<file path="config.mk">
export PLATFORM = sky130hd
export DESIGN_NAME = fpsd_top
export DESIGN_NICKNAME = d
export VERILOG_FILES = /design/src/rtl/fpsd_pkg.sv /design/src/rtl/fpsd_top.sv /design/src/rtl/fpsd_loader.sv
export SDC_FILE = /design/constraint.sdc
export NUM_CORES = 1
export LEC_CHECK = 0
export ABC_AREA = 0
export BUFFER_PORTS_ARGS = -buffer_cell sky130_fd_sc_hd__clkbuf_2
export CAP_MARGIN = 20
export CELL_PAD_IN_SITES_DETAIL_PLACEMENT = 0
export CELL_PAD_IN_SITES_GLOBAL_PLACEMENT = 1
export CORE_MARGIN = 5
export CORE_UTILIZATION = 34
export DETAILED_ROUTE_END_ITERATION = 10
export GPL_TIMING_DRIVEN = 0
export PLACE_DENSITY_LB_ADDON = 0.15
export SYNTH_ARGS = -nofsm -noshare
export SYNTH_HDL_FRONTEND = slang
export SYNTH_SLANG_ARGS = --single-unit
</file>
<file path="constraint.sdc">
create_clock -name I_CLOCK -period 2.4 [get_ports I_CLOCK]
set_clock_uncertainty 0.15 [all_clocks]
set_input_delay 0.48 -clock I_CLOCK [delete_from_list [all_inputs] [get_ports I_CLOCK]]
set_output_delay 0.48 -clock I_CLOCK [all_outputs]
set_load 0.02 [all_outputs]
</file>
<file path="src/rtl/fpsd_pkg.sv">
package fpsd_pkg;
   // register map (byte addresses, one aligned word each)
   localparam logic [7:0] FPSD_STATUS_OFS  = 8'h02;  // flash_protection_status index
   localparam logic [7:0] FPSD_STATUS_ADDR = 8'h08;  // index times four
   localparam logic [7:0] FPSD_CTRL_ADDR   = 8'h40;  // unlock pending flag
   localparam logic [7:0] FPSD_DECODE_ADDR = 8'h44;  // decoded permissions
   localparam int FPSD_ADDR_W = 8;
   // field positions
   localparam int FPSD_KEY_HI  = 7;
   localparam int FPSD_KEY_LO  = 6;
   localparam int FPSD_MASS_HI = 5;
   localparam int FPSD_MASS_LO = 4;
   localparam int FPSD_FACT_HI = 3;
   localparam int FPSD_FACT_LO = 2;
   localparam int FPSD_SEC_HI  = 1;
   localparam int FPSD_SEC_LO  = 0;
   // encodings
   localparam logic [1:0] FPSD_KEY_ENABLED   = 2'h2;
   localparam logic [1:0] FPSD_KEY_PREF_OFF  = 2'h1;
   localparam logic [1:0] FPSD_MASS_DISABLED = 2'h2;
   localparam logic [1:0] FPSD_SEC_UNSECURE  = 2'h2;
   // shipping value of the stored byte: unsecure, bulk erase and factory access open, backdoor key disabled
   localparam logic [7:0] FPSD_SHIP_BYTE     = 8'hFE;
   localparam logic [7:0] FPSD_RESET_VALUE   = 8'h00;
   // loader timing
   localparam int FPSD_LOAD_NS     = 40;
   localparam int FPSD_CLK_NS      = 4;
   localparam int FPSD_LOAD_CYCLES = (FPSD_LOAD_NS + FPSD_CLK_NS - 1) / FPSD_CLK_NS;
   typedef enum logic [1:0]
   {
      FPSD_IDLE = 2'b00,
      FPSD_WAIT = 2'b01,
      FPSD_DONE = 2'b10
   } fpsd_state_t;
endpackage

</file>
<file path="src/rtl/fpsd_top.sv">
// Design decision made here: the APB register port.
module fpsd_top
   import fpsd_pkg::*;
#(
   parameter int LOAD_CYCLES = FPSD_LOAD_CYCLES
)
(
   // clock and reset
   input  wire logic                   I_CLOCK,
   input  wire logic                   I_RESETN,
   // apb slave
   input  wire logic                   I_PSEL,
   input  wire logic                   I_PENABLE,
   input  wire logic                   I_PWRITE,
   input  wire logic [FPSD_ADDR_W-1:0] I_PADDR,
   input  wire logic [31:0]            I_PWDATA,
   output logic      [31:0]            O_PRDATA,
   output logic                        O_PREADY,
   output logic                        O_PSLVERR,
   // nonvolatile protection byte and flash controller status
   input  wire logic [7:0]             I_NVM_BYTE,
   input  wire logic                   I_BACKDOOR_OK,
   input  wire logic                   I_NORMAL_MODE,
   // decoded controls
   output logic                        O_LOADED,
   output logic                        O_SECURE,
   output logic                        O_BACKDOOR_UNLOCK_PERMIT,
   output logic                        O_BULK_ERASE_PERMIT,
   output logic                        O_FACTORY_ANALYSIS_ACCESS,
   output logic                        O_RESOURCE_RESTRICT
);
   logic        loaded;
   logic [7:0]  nvm_byte;
   logic [7:0]  status_r;
   logic        loaded_q_r;
   logic        unlock_r;
   logic [31:0] prdata_r;
   logic        slverr_r;
   logic        key_ok;
   logic        secure;
   logic        mass_ok;
   logic        fact_ok;
   logic        apb_acc;
   logic [5:0]  decode_word;

   function automatic logic field_is(input logic [1:0] f, input logic [1:0] v);
      return f == v;
   endfunction

   function automatic logic addr_mapped(input logic [FPSD_ADDR_W-1:0] a);
      return a == FPSD_STATUS_ADDR || a == FPSD_DECODE_ADDR || a == FPSD_CTRL_ADDR;
   endfunction

   ////////////////////////////////////////////////////////////////////////////
   fpsd_loader #(
      .LOAD_CYCLES (LOAD_CYCLES)
   ) u_loader (
      .i_clock    (I_CLOCK),
      .i_resetn   (I_RESETN),
      .i_nvm_byte (I_NVM_BYTE),
      .o_loaded   (loaded),
      .o_byte     (nvm_byte)
   );

   ////////////////////////////////////////////////////////////////////////////
   // status register: the load sets it once; the unlock overrides later
   always_ff @(posedge I_CLOCK or negedge I_RESETN)
   begin
      if (!I_RESETN)
      begin
         status_r   <= FPSD_RESET_VALUE;
         loaded_q_r <= 1'b0;
      end
      else
      begin
         loaded_q_r <= loaded;
         if (loaded && !loaded_q_r)
            status_r <= nvm_byte;
         else if (loaded && unlock_r)
            status_r[FPSD_SEC_HI:FPSD_SEC_LO] <= FPSD_SEC_UNSECURE;
      end
   end

   // unlock event is only honoured when the stored key field allows it
   always_ff @(posedge I_CLOCK or negedge I_RESETN)
   begin
      if (!I_RESETN)
         unlock_r <= 1'b0;
      else
         unlock_r <= I_BACKDOOR_OK && key_ok && loaded_q_r;
   end

   ////////////////////////////////////////////////////////////////////////////
   // decode; until the status holds the stored byte everything reads as secure
   // and locked. gated by loaded_q_r, not the loader's flag, because status_r
   // still holds the reset value for one edge after the loader finishes
   assign key_ok  = loaded_q_r &&
                    field_is(status_r[FPSD_KEY_HI:FPSD_KEY_LO], FPSD_KEY_ENABLED);
   assign secure  = !loaded_q_r ||
                    !field_is(status_r[FPSD_SEC_HI:FPSD_SEC_LO], FPSD_SEC_UNSECURE);
   assign mass_ok = !field_is(status_r[FPSD_MASS_HI:FPSD_MASS_LO], FPSD_MASS_DISABLED);
   assign fact_ok = (status_r[FPSD_FACT_HI] == status_r[FPSD_FACT_LO]);

   assign O_LOADED                  = loaded_q_r;
   assign O_SECURE                  = secure;
   assign O_BACKDOOR_UNLOCK_PERMIT  = key_ok;
   // bulk erase only gated before the load, or while secure and outside normal mode
   assign O_BULK_ERASE_PERMIT       = loaded_q_r && (!secure || I_NORMAL_MODE || mass_ok);
   assign O_FACTORY_ANALYSIS_ACCESS = loaded_q_r && (!secure || fact_ok);
   assign O_RESOURCE_RESTRICT       = secure;
   assign decode_word = {O_RESOURCE_RESTRICT, O_FACTORY_ANALYSIS_ACCESS,
                         O_BULK_ERASE_PERMIT, O_BACKDOOR_UNLOCK_PERMIT,
                         O_SECURE, O_LOADED};

   ////////////////////////////////////////////////////////////////////////////
   // apb: zero wait states; all registers read-only, writes dropped
   assign apb_acc  = I_PSEL && I_PENABLE;
   assign O_PREADY = 1'b1;

   always_ff @(posedge I_CLOCK or negedge I_RESETN)
   begin
      if (!I_RESETN)
      begin
         prdata_r <= 32'h0000_0000;
         slverr_r <= 1'b0;
      end
      else if (I_PSEL && !I_PENABLE)
      begin
         slverr_r <= 1'b0;
         prdata_r <= 32'h0000_0000;
         if (!I_PWRITE)
         begin
            case (I_PADDR)
               FPSD_STATUS_ADDR: prdata_r <= {24'h00_0000, status_r};
               FPSD_DECODE_ADDR: prdata_r <= {26'h000_0000, decode_word};
               FPSD_CTRL_ADDR:   prdata_r <= {31'h0000_0000, unlock_r};
               default:          slverr_r <= 1'b1;
            endcase
         end
         else if (!addr_mapped(I_PADDR))
            slverr_r <= 1'b1;
      end
   end

   assign O_PRDATA  = apb_acc ? prdata_r : 32'h0000_0000;
   assign O_PSLVERR = apb_acc && slverr_r;
endmodule

</file>
<file path="src/rtl/fpsd_loader.sv">
// fetches the protection byte after reset release; nvm port is same clock domain
module fpsd_loader
   import fpsd_pkg::*;
#(
   parameter int LOAD_CYCLES = FPSD_LOAD_CYCLES
)
(
   input  wire logic       i_clock,
   input  wire logic       i_resetn,
   input  wire logic [7:0] i_nvm_byte,
   output logic            o_loaded,
   output logic [7:0]      o_byte
);
   fpsd_state_t state_r;
   logic [7:0]  cnt_r;
   logic [7:0]  byte_r;

   always_ff @(posedge i_clock or negedge i_resetn)
   begin
      if (!i_resetn)
      begin
         state_r <= FPSD_IDLE;
         cnt_r   <= 8'h00;
      end
      else
      begin
         case (state_r)
            FPSD_IDLE:
            begin
               state_r <= FPSD_WAIT;
               cnt_r   <= 8'(LOAD_CYCLES - 1);
            end
            FPSD_WAIT:
            begin
               if (cnt_r == 8'h00)
                  state_r <= FPSD_DONE;
               else
                  cnt_r <= cnt_r - 8'h01;
            end
            FPSD_DONE:
               state_r <= FPSD_DONE;
            default:
               state_r <= FPSD_IDLE;
         endcase
      end
   end

   // byte captured by a clocked process after release, never under reset
   always_ff @(posedge i_clock or negedge i_resetn)
   begin
      if (!i_resetn)
         byte_r <= FPSD_RESET_VALUE;
      else if (state_r == FPSD_WAIT && cnt_r == 8'h00)
         byte_r <= i_nvm_byte;
   end

   assign o_loaded = (state_r == FPSD_DONE);
   assign o_byte   = byte_r;
endmodule

</file>
# Word-level counts from Yosys, hierarchy flattened
# Cells that the tools add are included.
# Widths: inputs -> output; s select.
dict set report totals {
  latch_bits 0
  elab_cells 61
  mem_bits_rw 0
  mem_bits_ro 0
  out_inout_bits 40
  reg_bits 61
  n_memories 0
  inputBits 55
}
dict set report op_classes {
  div 0
  shifts 0
  n_eq_ne 11
  n_lt_le_gt_ge 0
  n_mul 0
  bitwise 0
  reduce_logical 28
  n_addsub 1
  muxes 12
}
# op n
set op_table {}
lappend op_table {{$mux 32} 1}
lappend op_table {{$pmux 8 s3} 1}
lappend op_table {{$eq 8x7->1 const B} 2}
lappend op_table {{$mux 8} 2}
lappend op_table {{$pmux 8 s2} 1}
lappend op_table {{$logic_and 1x1->1} 11}
lappend op_table {{$eq 2x2->1 const B} 4}
lappend op_table {{$eq 8x4->1 const B} 1}
lappend op_table {{$logic_not 8->1} 1}
lappend op_table {{$sub 8x1->8 const B} 1}
lappend op_table {{$logic_or 1x1->1} 6}
lappend op_table {{$mux 2} 3}
lappend op_table {{$pmux 2 s3} 1}
lappend op_table {{$logic_not 1->1} 5}
lappend op_table {{$ne 2x2->1 const B} 2}
lappend op_table {{$reduce_bool 2->1} 2}
lappend op_table {{$mux 1} 3}
lappend op_table {{$reduce_or 3->1} 1}
lappend op_table {{$eq 2x1->1 const B} 1}
lappend op_table {{$logic_not 2->1} 1}
lappend op_table {{$reduce_and 2->1} 1}
lappend op_table {{$eq 1x1->1} 1}

# Longest topological paths before layout
# Gate-level depths: netlist of the first run.
dict set report logic_depth {
  ltp_word 9
  ltp_mapped 7
  mapped_depth_nobuf 6
}

# By module
# A second synthesis of the first run with hierarchy kept.
dict set report hier_totals {
  cells_unflattened 206
  hier_area_um2 2179.6
}
# module n_inst area_per_inst_um2 cells_per_inst seq_area_each_um2
set by_module_without_submodules {}
lappend by_module_without_submodules {fpsd_top 1 1255.0 130 475.5}
lappend by_module_without_submodules {fpsd_loader 1 924.6 76 450.4}

# Worst setup path after synthesis of the first run
# No wires, ideal clock.
dict set report synth_timing {
  path_kind {input port to output port}
  start {in I_NORMAL_MODE}
  end {out O_BULK_ERASE_PERMIT}
  path_buffers 0
  stages 3
  arrival_ns 1.203
  path_slack_ns 0.567
  t_required_ns 1.770
  path_cell_list {or3b_2 -> a21oi_1 -> inv_1}
}
dict set report synth_between {
  elab_chain_len 3
}
# item line_no
set synth_rtl {}
lappend synth_rtl {{start, declared} fpsd_top.sv:23} ;# input wire logic I_NORMAL_MODE,
lappend synth_rtl {{$logic_or 1x1->1 (2 in a row)} fpsd_top.sv:108} ;# assign O_BULK_ERASE_PERMIT = loaded_q_r && (!secure || I_NORMAL_MODE || mass_ok);
lappend synth_rtl {{$logic_and 1x1->1} fpsd_top.sv:108}
lappend synth_rtl {{end, declared} fpsd_top.sv:28} ;# output logic O_BULK_ERASE_PERMIT,
# No other way between the ends.

# Worst setup path in the final report of the first run
dict set report layout_timing {
  start {reg status_r[4]}
  end {out O_BULK_ERASE_PERMIT}
}
dict set report layout_between {
  elab_chain_len 4
}
# item line_no
set layout_rtl {}
lappend layout_rtl {{start, declared} fpsd_top.sv:34} ;# logic [7:0] status_r;
lappend layout_rtl {{start signal, assigned} fpsd_top.sv:78} ;# status_r <= nvm_byte;
lappend layout_rtl {{$eq 2x2->1} fpsd_top.sv:47} ;# return f == v;
lappend layout_rtl {{$logic_not 1->1} fpsd_top.sv:101} ;# assign mass_ok = !field_is(status_r[FPSD_MASS_HI:FPSD_MASS_LO], FPSD_MASS_DISABLED);
lappend layout_rtl {{$logic_or 1x1->1} fpsd_top.sv:108}
lappend layout_rtl {{$logic_and 1x1->1} fpsd_top.sv:108}
# No other way between the ends.

==> results of run 1 <==
-- cell usage after synthesis (all sizes together) (2+ instances only) --
cell type	number
o21ai	7
clkbuf	5
dfrtp	37
o2bb2ai	5
nor2b	4
inv	11
a22o	7
xnor2	2
mux2	15
nor3b	2
a21oi	5
conb	2
nor4	3
and3b	2
and3	11
ha	5
nor2	5
nand2b	4
nand2	12
mux2i	3
buf	27
nor3	3
-- critical path, cell delays in order, from the launching register on --
cell	delay [ns]
dfrtp_1	0.39
or3b_2	0.46
a21oi_1	0.22
inv_1	0.07
clkbuf_2	0.16
-- worst max-delay path by stage --
stage          cells past startpoint                  end
2_1_floorplan                      3  O_BULK_ERASE_PERMIT
5_1_grt                            4  O_BULK_ERASE_PERMIT
3_3_place_gp                       5  O_BULK_ERASE_PERMIT
3_5_place_dp                       5  O_BULK_ERASE_PERMIT
6_report                           4  O_BULK_ERASE_PERMIT
4_1_cts                            4  O_BULK_ERASE_PERMIT
-- power groups by stage --
stage          registers [mW]  logic, mW  clock network, mW
5_1_grt                 0.649      0.155              0.480
3_5_place_dp            0.659      0.140                  0
4_1_cts                 0.647      0.141              0.451
3_3_place_gp            0.659      0.139                  0
6_report                0.647      0.139              0.428
2_1_floorplan           0.656     0.0987                  0
-- layer usage --
metal / GRT usage, % / share of wire [%] / up-vias / wire [µm]
met3: 2.73 / 5.9 / 4 / 229
met1: 13.3 / 44 / 643 / 1700
li1: - / - / 745 / -
met5: 0 / 0 / - / 0
met4: 2.93 / 0.72 / 0 / 28
met2: 18.6 / 49 / 30 / 1910
-- flip-flops by register name, indices dropped and copies added, names as in the netlist --
register / flops
O_LOADED: 1
unlock_r: 1
u_loader.state_r: 2
u_loader.o_byte: 8
slverr_r: 1
prdata_r: 8
status_r: 8
u_loader.cnt_r: 8
-- final cells by class --
class / instances / area share (%)
Buffer: 32 / 9.00
Clock buffer: 7 / 3.45
Inverter: 11 / 1.65
Multi-Input combinational cell: 134 / 37.7
Sequential cell: 37 / 37.0
Tap cell: 75 / 3.75
Timing Repair Buffer: 37 / 7.40
-- kinds of logic (layout without fill, tap and decap cells) --
group | Yosys count | count (layout) | share of synthesized area [%]
other cells | 2 | 25 | 0.366
xor+xnor | 3 | 3 | 1.28
fa+ha+maj | 5 | 5 | 3.05
buf+inv | 43 | 87 | 13.0
simple gates | 53 | 53 | 17.0
flops | 37 | 37 | 45.1
mux | 18 | 18 | 9.70
compound gates | 30 | 30 | 10.4
==> run metrics, run 1 <==
Root Driver clkbuf_8; layout cells sized above 1 32.9%; Yosys top cell by area dfrtp_1; postcts setup bufs 0; Leakage 1.28 nW; Hold/Removal Path Class in -> async; # IOs 95; setup violators final 0; vias post-DR 1422; hpwl dp 3100 µm; register area 926 µm²; starting DRC count in detailed routing 61; Combinational Power Share 11.5%; row count 28; endpoints failing hold 0; final cell count without fillers 333; Max-cap violations 0; grt ovf 0; final net count 318; relative slew slack 38.3%; Sw Ratio 23.9%; Critical R2R Capture u_loader.o_byte[0]$_DFFE_PN0P_; Setup CP Type reg -> out; Synth top area share 45.1%; Die W 87.7 µm; FF-to-FF Start u_loader.cnt_r[0]$_DFFE_PN0P_; worst reg-to-reg path cell count 6; Die Ht 87.7 µm; clock share of power 35.2%; final wirelength 3870 µm; most frequent cells in the layout 37 x dfrtp_1, 37 x clkbuf_2, 26 x buf_4, 25 x conb_1, 12 x nand2_1; Synth Register Bits 37; Post-synth EDFFs 0; clock tree sinks 37; CP Max Fanout 3; area of the multi-input gates 945 µm²; Internal Power 0.924 mW; final instance area 2500 µm²; Post-Syn Area per Cell 10.7 µm²; Syn Std Cell Area 2050 µm²; total power 1.21 mW; dpl ws 0.322 ns; H-Tree Depth 2; initial antenna violation count 0; Port Buf Inserts 37; first-pass GRT wire length 6550 µm; diode count 0; Worst EP arrival 1.58 ns; Cell variety after synth 43; RSZ-0062 raised after global routing no; clock slew at reported path FFs 0.07 ns; final setup margin 0.190 ns; Post-Syn Instances 191; Initial Util 34.8%; crit start category register; fin. max-slew vios 0; Synth area leaders dfrtp_1 45%, buf_4 9.5%, mux2_2 4.4%; Synth Flop Type dfrtp_1; Resized Gates After CTS 0; Final period util 92.1%; gpl congestion 0.707; endpoint class of the critical path output port; Die Footprint 7680 µm²; vias per cell 4.27; core area 5890 µm²; VDD IR max 0.252 mV; status finished, final reports clean; DRC viols 0; Async SR Flop Fraction 100%; vias in the first global route 1390; r2r setup slk 0.47 ns; worst slew pin tran 0.925 ns; # fillers 597; CP required 1.77 ns; Flop pwr share 53.3%; Seq/Total Area, Yosys 45.1%; Total GRT Usage 10.8%; clock tree buffer depth 2; setup TNS 0 ns; pin count of the biggest net entering global routing 38; Worst Setup SP status_r[4]$_DFFE_PN0P_; iteration count of the initial detailed-routing pass 2; routed len/inst 11.6 µm; worst hold slack 0.170 ns; hold buffers post-CTS 0; CTS tree built; PwrDens 485 nW/µm²; later-pin clock latency in the skew report 0.28 ns; area grow syn2layout 22.0%; Routed Antenna Nets 0; Num CTS Buffers 5; minimum clock period 2.21 ns; placed cell count 326; placed cell areas 2420 µm²; Max Clk Rate 452 MHz; Yosys warnings 0; final core occ 42.5%; Net Switching 0.290 mW
Note: power is estimated with default switching activity, not from simulation.
==> run 2, diff against run 1 <==
--- a/config.mk
+++ b/config.mk
@@ -10,6 +10,7 @@
 export CAP_MARGIN = 20
 export CELL_PAD_IN_SITES_DETAIL_PLACEMENT = 0
 export CELL_PAD_IN_SITES_GLOBAL_PLACEMENT = 1
+export CORE_ASPECT_RATIO = 0.6
 export CORE_MARGIN = 5
 export CORE_UTILIZATION = 34
 export DETAILED_ROUTE_END_ITERATION = 10
==> run 2 against run 1 <==
- hold slack worse by 0.016 ns
- sequential power is essentially flat
- power up 11%
- cell count increased by 1.8%
- first-iteration DRC count is 23% lower
- register-to-register slack gained 0.03 ns
- via count up 3.5%
- fmax is 0.93% higher
- combinational power about the same
- critical path depth stayed put
- flip-flop and latch count stayed put
- global-route usage is 0.99 points higher
- largest power group unchanged
- highest routed layer unchanged
==> run metrics, run 2 (synthesized netlist as in run 1, its figures left out) <==
status finished, final reports clean; grt ovf 0; Routed Antenna Nets 0; worst hold slack 0.154 ns; final cell count without fillers 339; Initial Util 36.0%; FF-to-FF Start u_loader.cnt_r[0]$_DFFE_PN0P_; later-pin clock latency in the skew report 0.29 ns; placed cell count 331; Root Driver clkbuf_8; vias post-DR 1472; minimum clock period 2.19 ns; Leakage 1.29 nW; clock tree sinks 37; area grow syn2layout 24.0%; worst reg-to-reg path cell count 6; Max-cap violations 0; Die W 110 µm; final net count 318; final setup margin 0.210 ns; Final period util 91.2%; PwrDens 530 nW/µm²; VDD IR max 0.289 mV; pin count of the biggest net entering global routing 38; RSZ-0062 raised after global routing no; crit start category register; # IOs 95; Max Clk Rate 457 MHz; diode count 0; DRC viols 0; gpl congestion 0.755; relative slew slack 40.1%; clock tree buffer depth 2; vias per cell 4.34; endpoint class of the critical path output port; worst slew pin tran 0.899 ns; Resized Gates After CTS 0; endpoints failing hold 0; layout cells sized above 1 33.6%; Port Buf Inserts 37; setup TNS 0 ns; CTS tree built; vias in the first global route 1408; hpwl dp 3380 µm; first-pass GRT wire length 7020 µm; dpl ws 0.369 ns; Critical R2R Capture u_loader.o_byte[4]$_DFFE_PN0P_; Num CTS Buffers 5; most frequent cells in the layout 37 x dfrtp_1, 37 x clkbuf_2, 26 x buf_4, 25 x conb_1, 12 x nand2_1; postcts setup bufs 0; H-Tree Depth 2; Worst EP arrival 1.56 ns; final wirelength 4160 µm; starting DRC count in detailed routing 47; iteration count of the initial detailed-routing pass 4; Total GRT Usage 11.7%; Hold/Removal Path Class in -> async; Die Footprint 7740 µm²; row count 21; # fillers 550; r2r setup slk 0.50 ns; routed len/inst 12.3 µm; CP Max Fanout 3; Setup CP Type reg -> out; Die Ht 70.2 µm; initial antenna violation count 0; clock slew at reported path FFs 0.08 ns; CP required 1.77 ns; core area 5700 µm²; setup violators final 0; fin. max-slew vios 0; hold buffers post-CTS 0
## run 2: critical path, stage by stage (launching register included)
cell,delay [ns]
dfrtp_1,0.40
or3b_2,0.46
a21oi_1,0.20
inv_1,0.06
clkbuf_2,0.15
## run 2: how the worst max path moves through the flow
stage,startpoint,to,slack (ns),cells past startpoint
after floorplan,I_NORMAL_MODE,O_BULK_ERASE_PERMIT,0.57,3
after global placement,I_NORMAL_MODE,O_BULK_ERASE_PERMIT,0.36,5
after detailed placement,I_NORMAL_MODE,O_BULK_ERASE_PERMIT,0.37,5
after CTS,status_r[4]$_DFFE_PN0P_,O_BULK_ERASE_PERMIT,0.18,4
after global routing,O_LOADED$_DFF_PN0_,O_FACTORY_ANALYSIS_ACCESS,0.08,4
final,status_r[4]$_DFFE_PN0P_,O_BULK_ERASE_PERMIT,0.21,4
## run 2: per-layer routing
| metal | up-vias | track usage [%] | part of all wire (%) |
|---|---|---|---|
| li1 | 742 | - | - |
| met1 | 672 | 18.9 | 55 |
| met2 | 52 | 13.8 | 34 |
| met3 | 6 | 3.59 | 9.0 |
| met4 | 0 | 4.92 | 1.7 |
| met5 | - | 0 | 0 |
## run 2: layout make-up
type / instances / area [µm²] / area share [%]
plain buffers: 32 / 225 / 8.86
well taps: 80 / 100 / 3.94
repair buffers: 37 / 185 / 7.28
flip-flops and latches: 37 / 926 / 36.4
clock buffers: 6 / 82.6 / 3.25
inverters: 11 / 41.3 / 1.62
clock inverters: 2 / 37.5 / 1.48
multi-input cells: 134 / 945 / 37.2
## run 2: stage by stage
stage,cell area (µm²),total power [mW],utilization (%)
floorplan,2140,0.755,-
global placement,2420,0.798,42.5
detailed placement,2420,0.799,42.5
CTS,2540,1.37,44.6
global route,2540,1.42,44.6
finish,2540,1.35,44.6
## run 2: power by group
group	switching [mW]	total [mW]	internal (mW)
logic	0.0815	0.139	0.0579
clock network	0.222	0.560	0.338
registers	0.00950	0.648	0.638
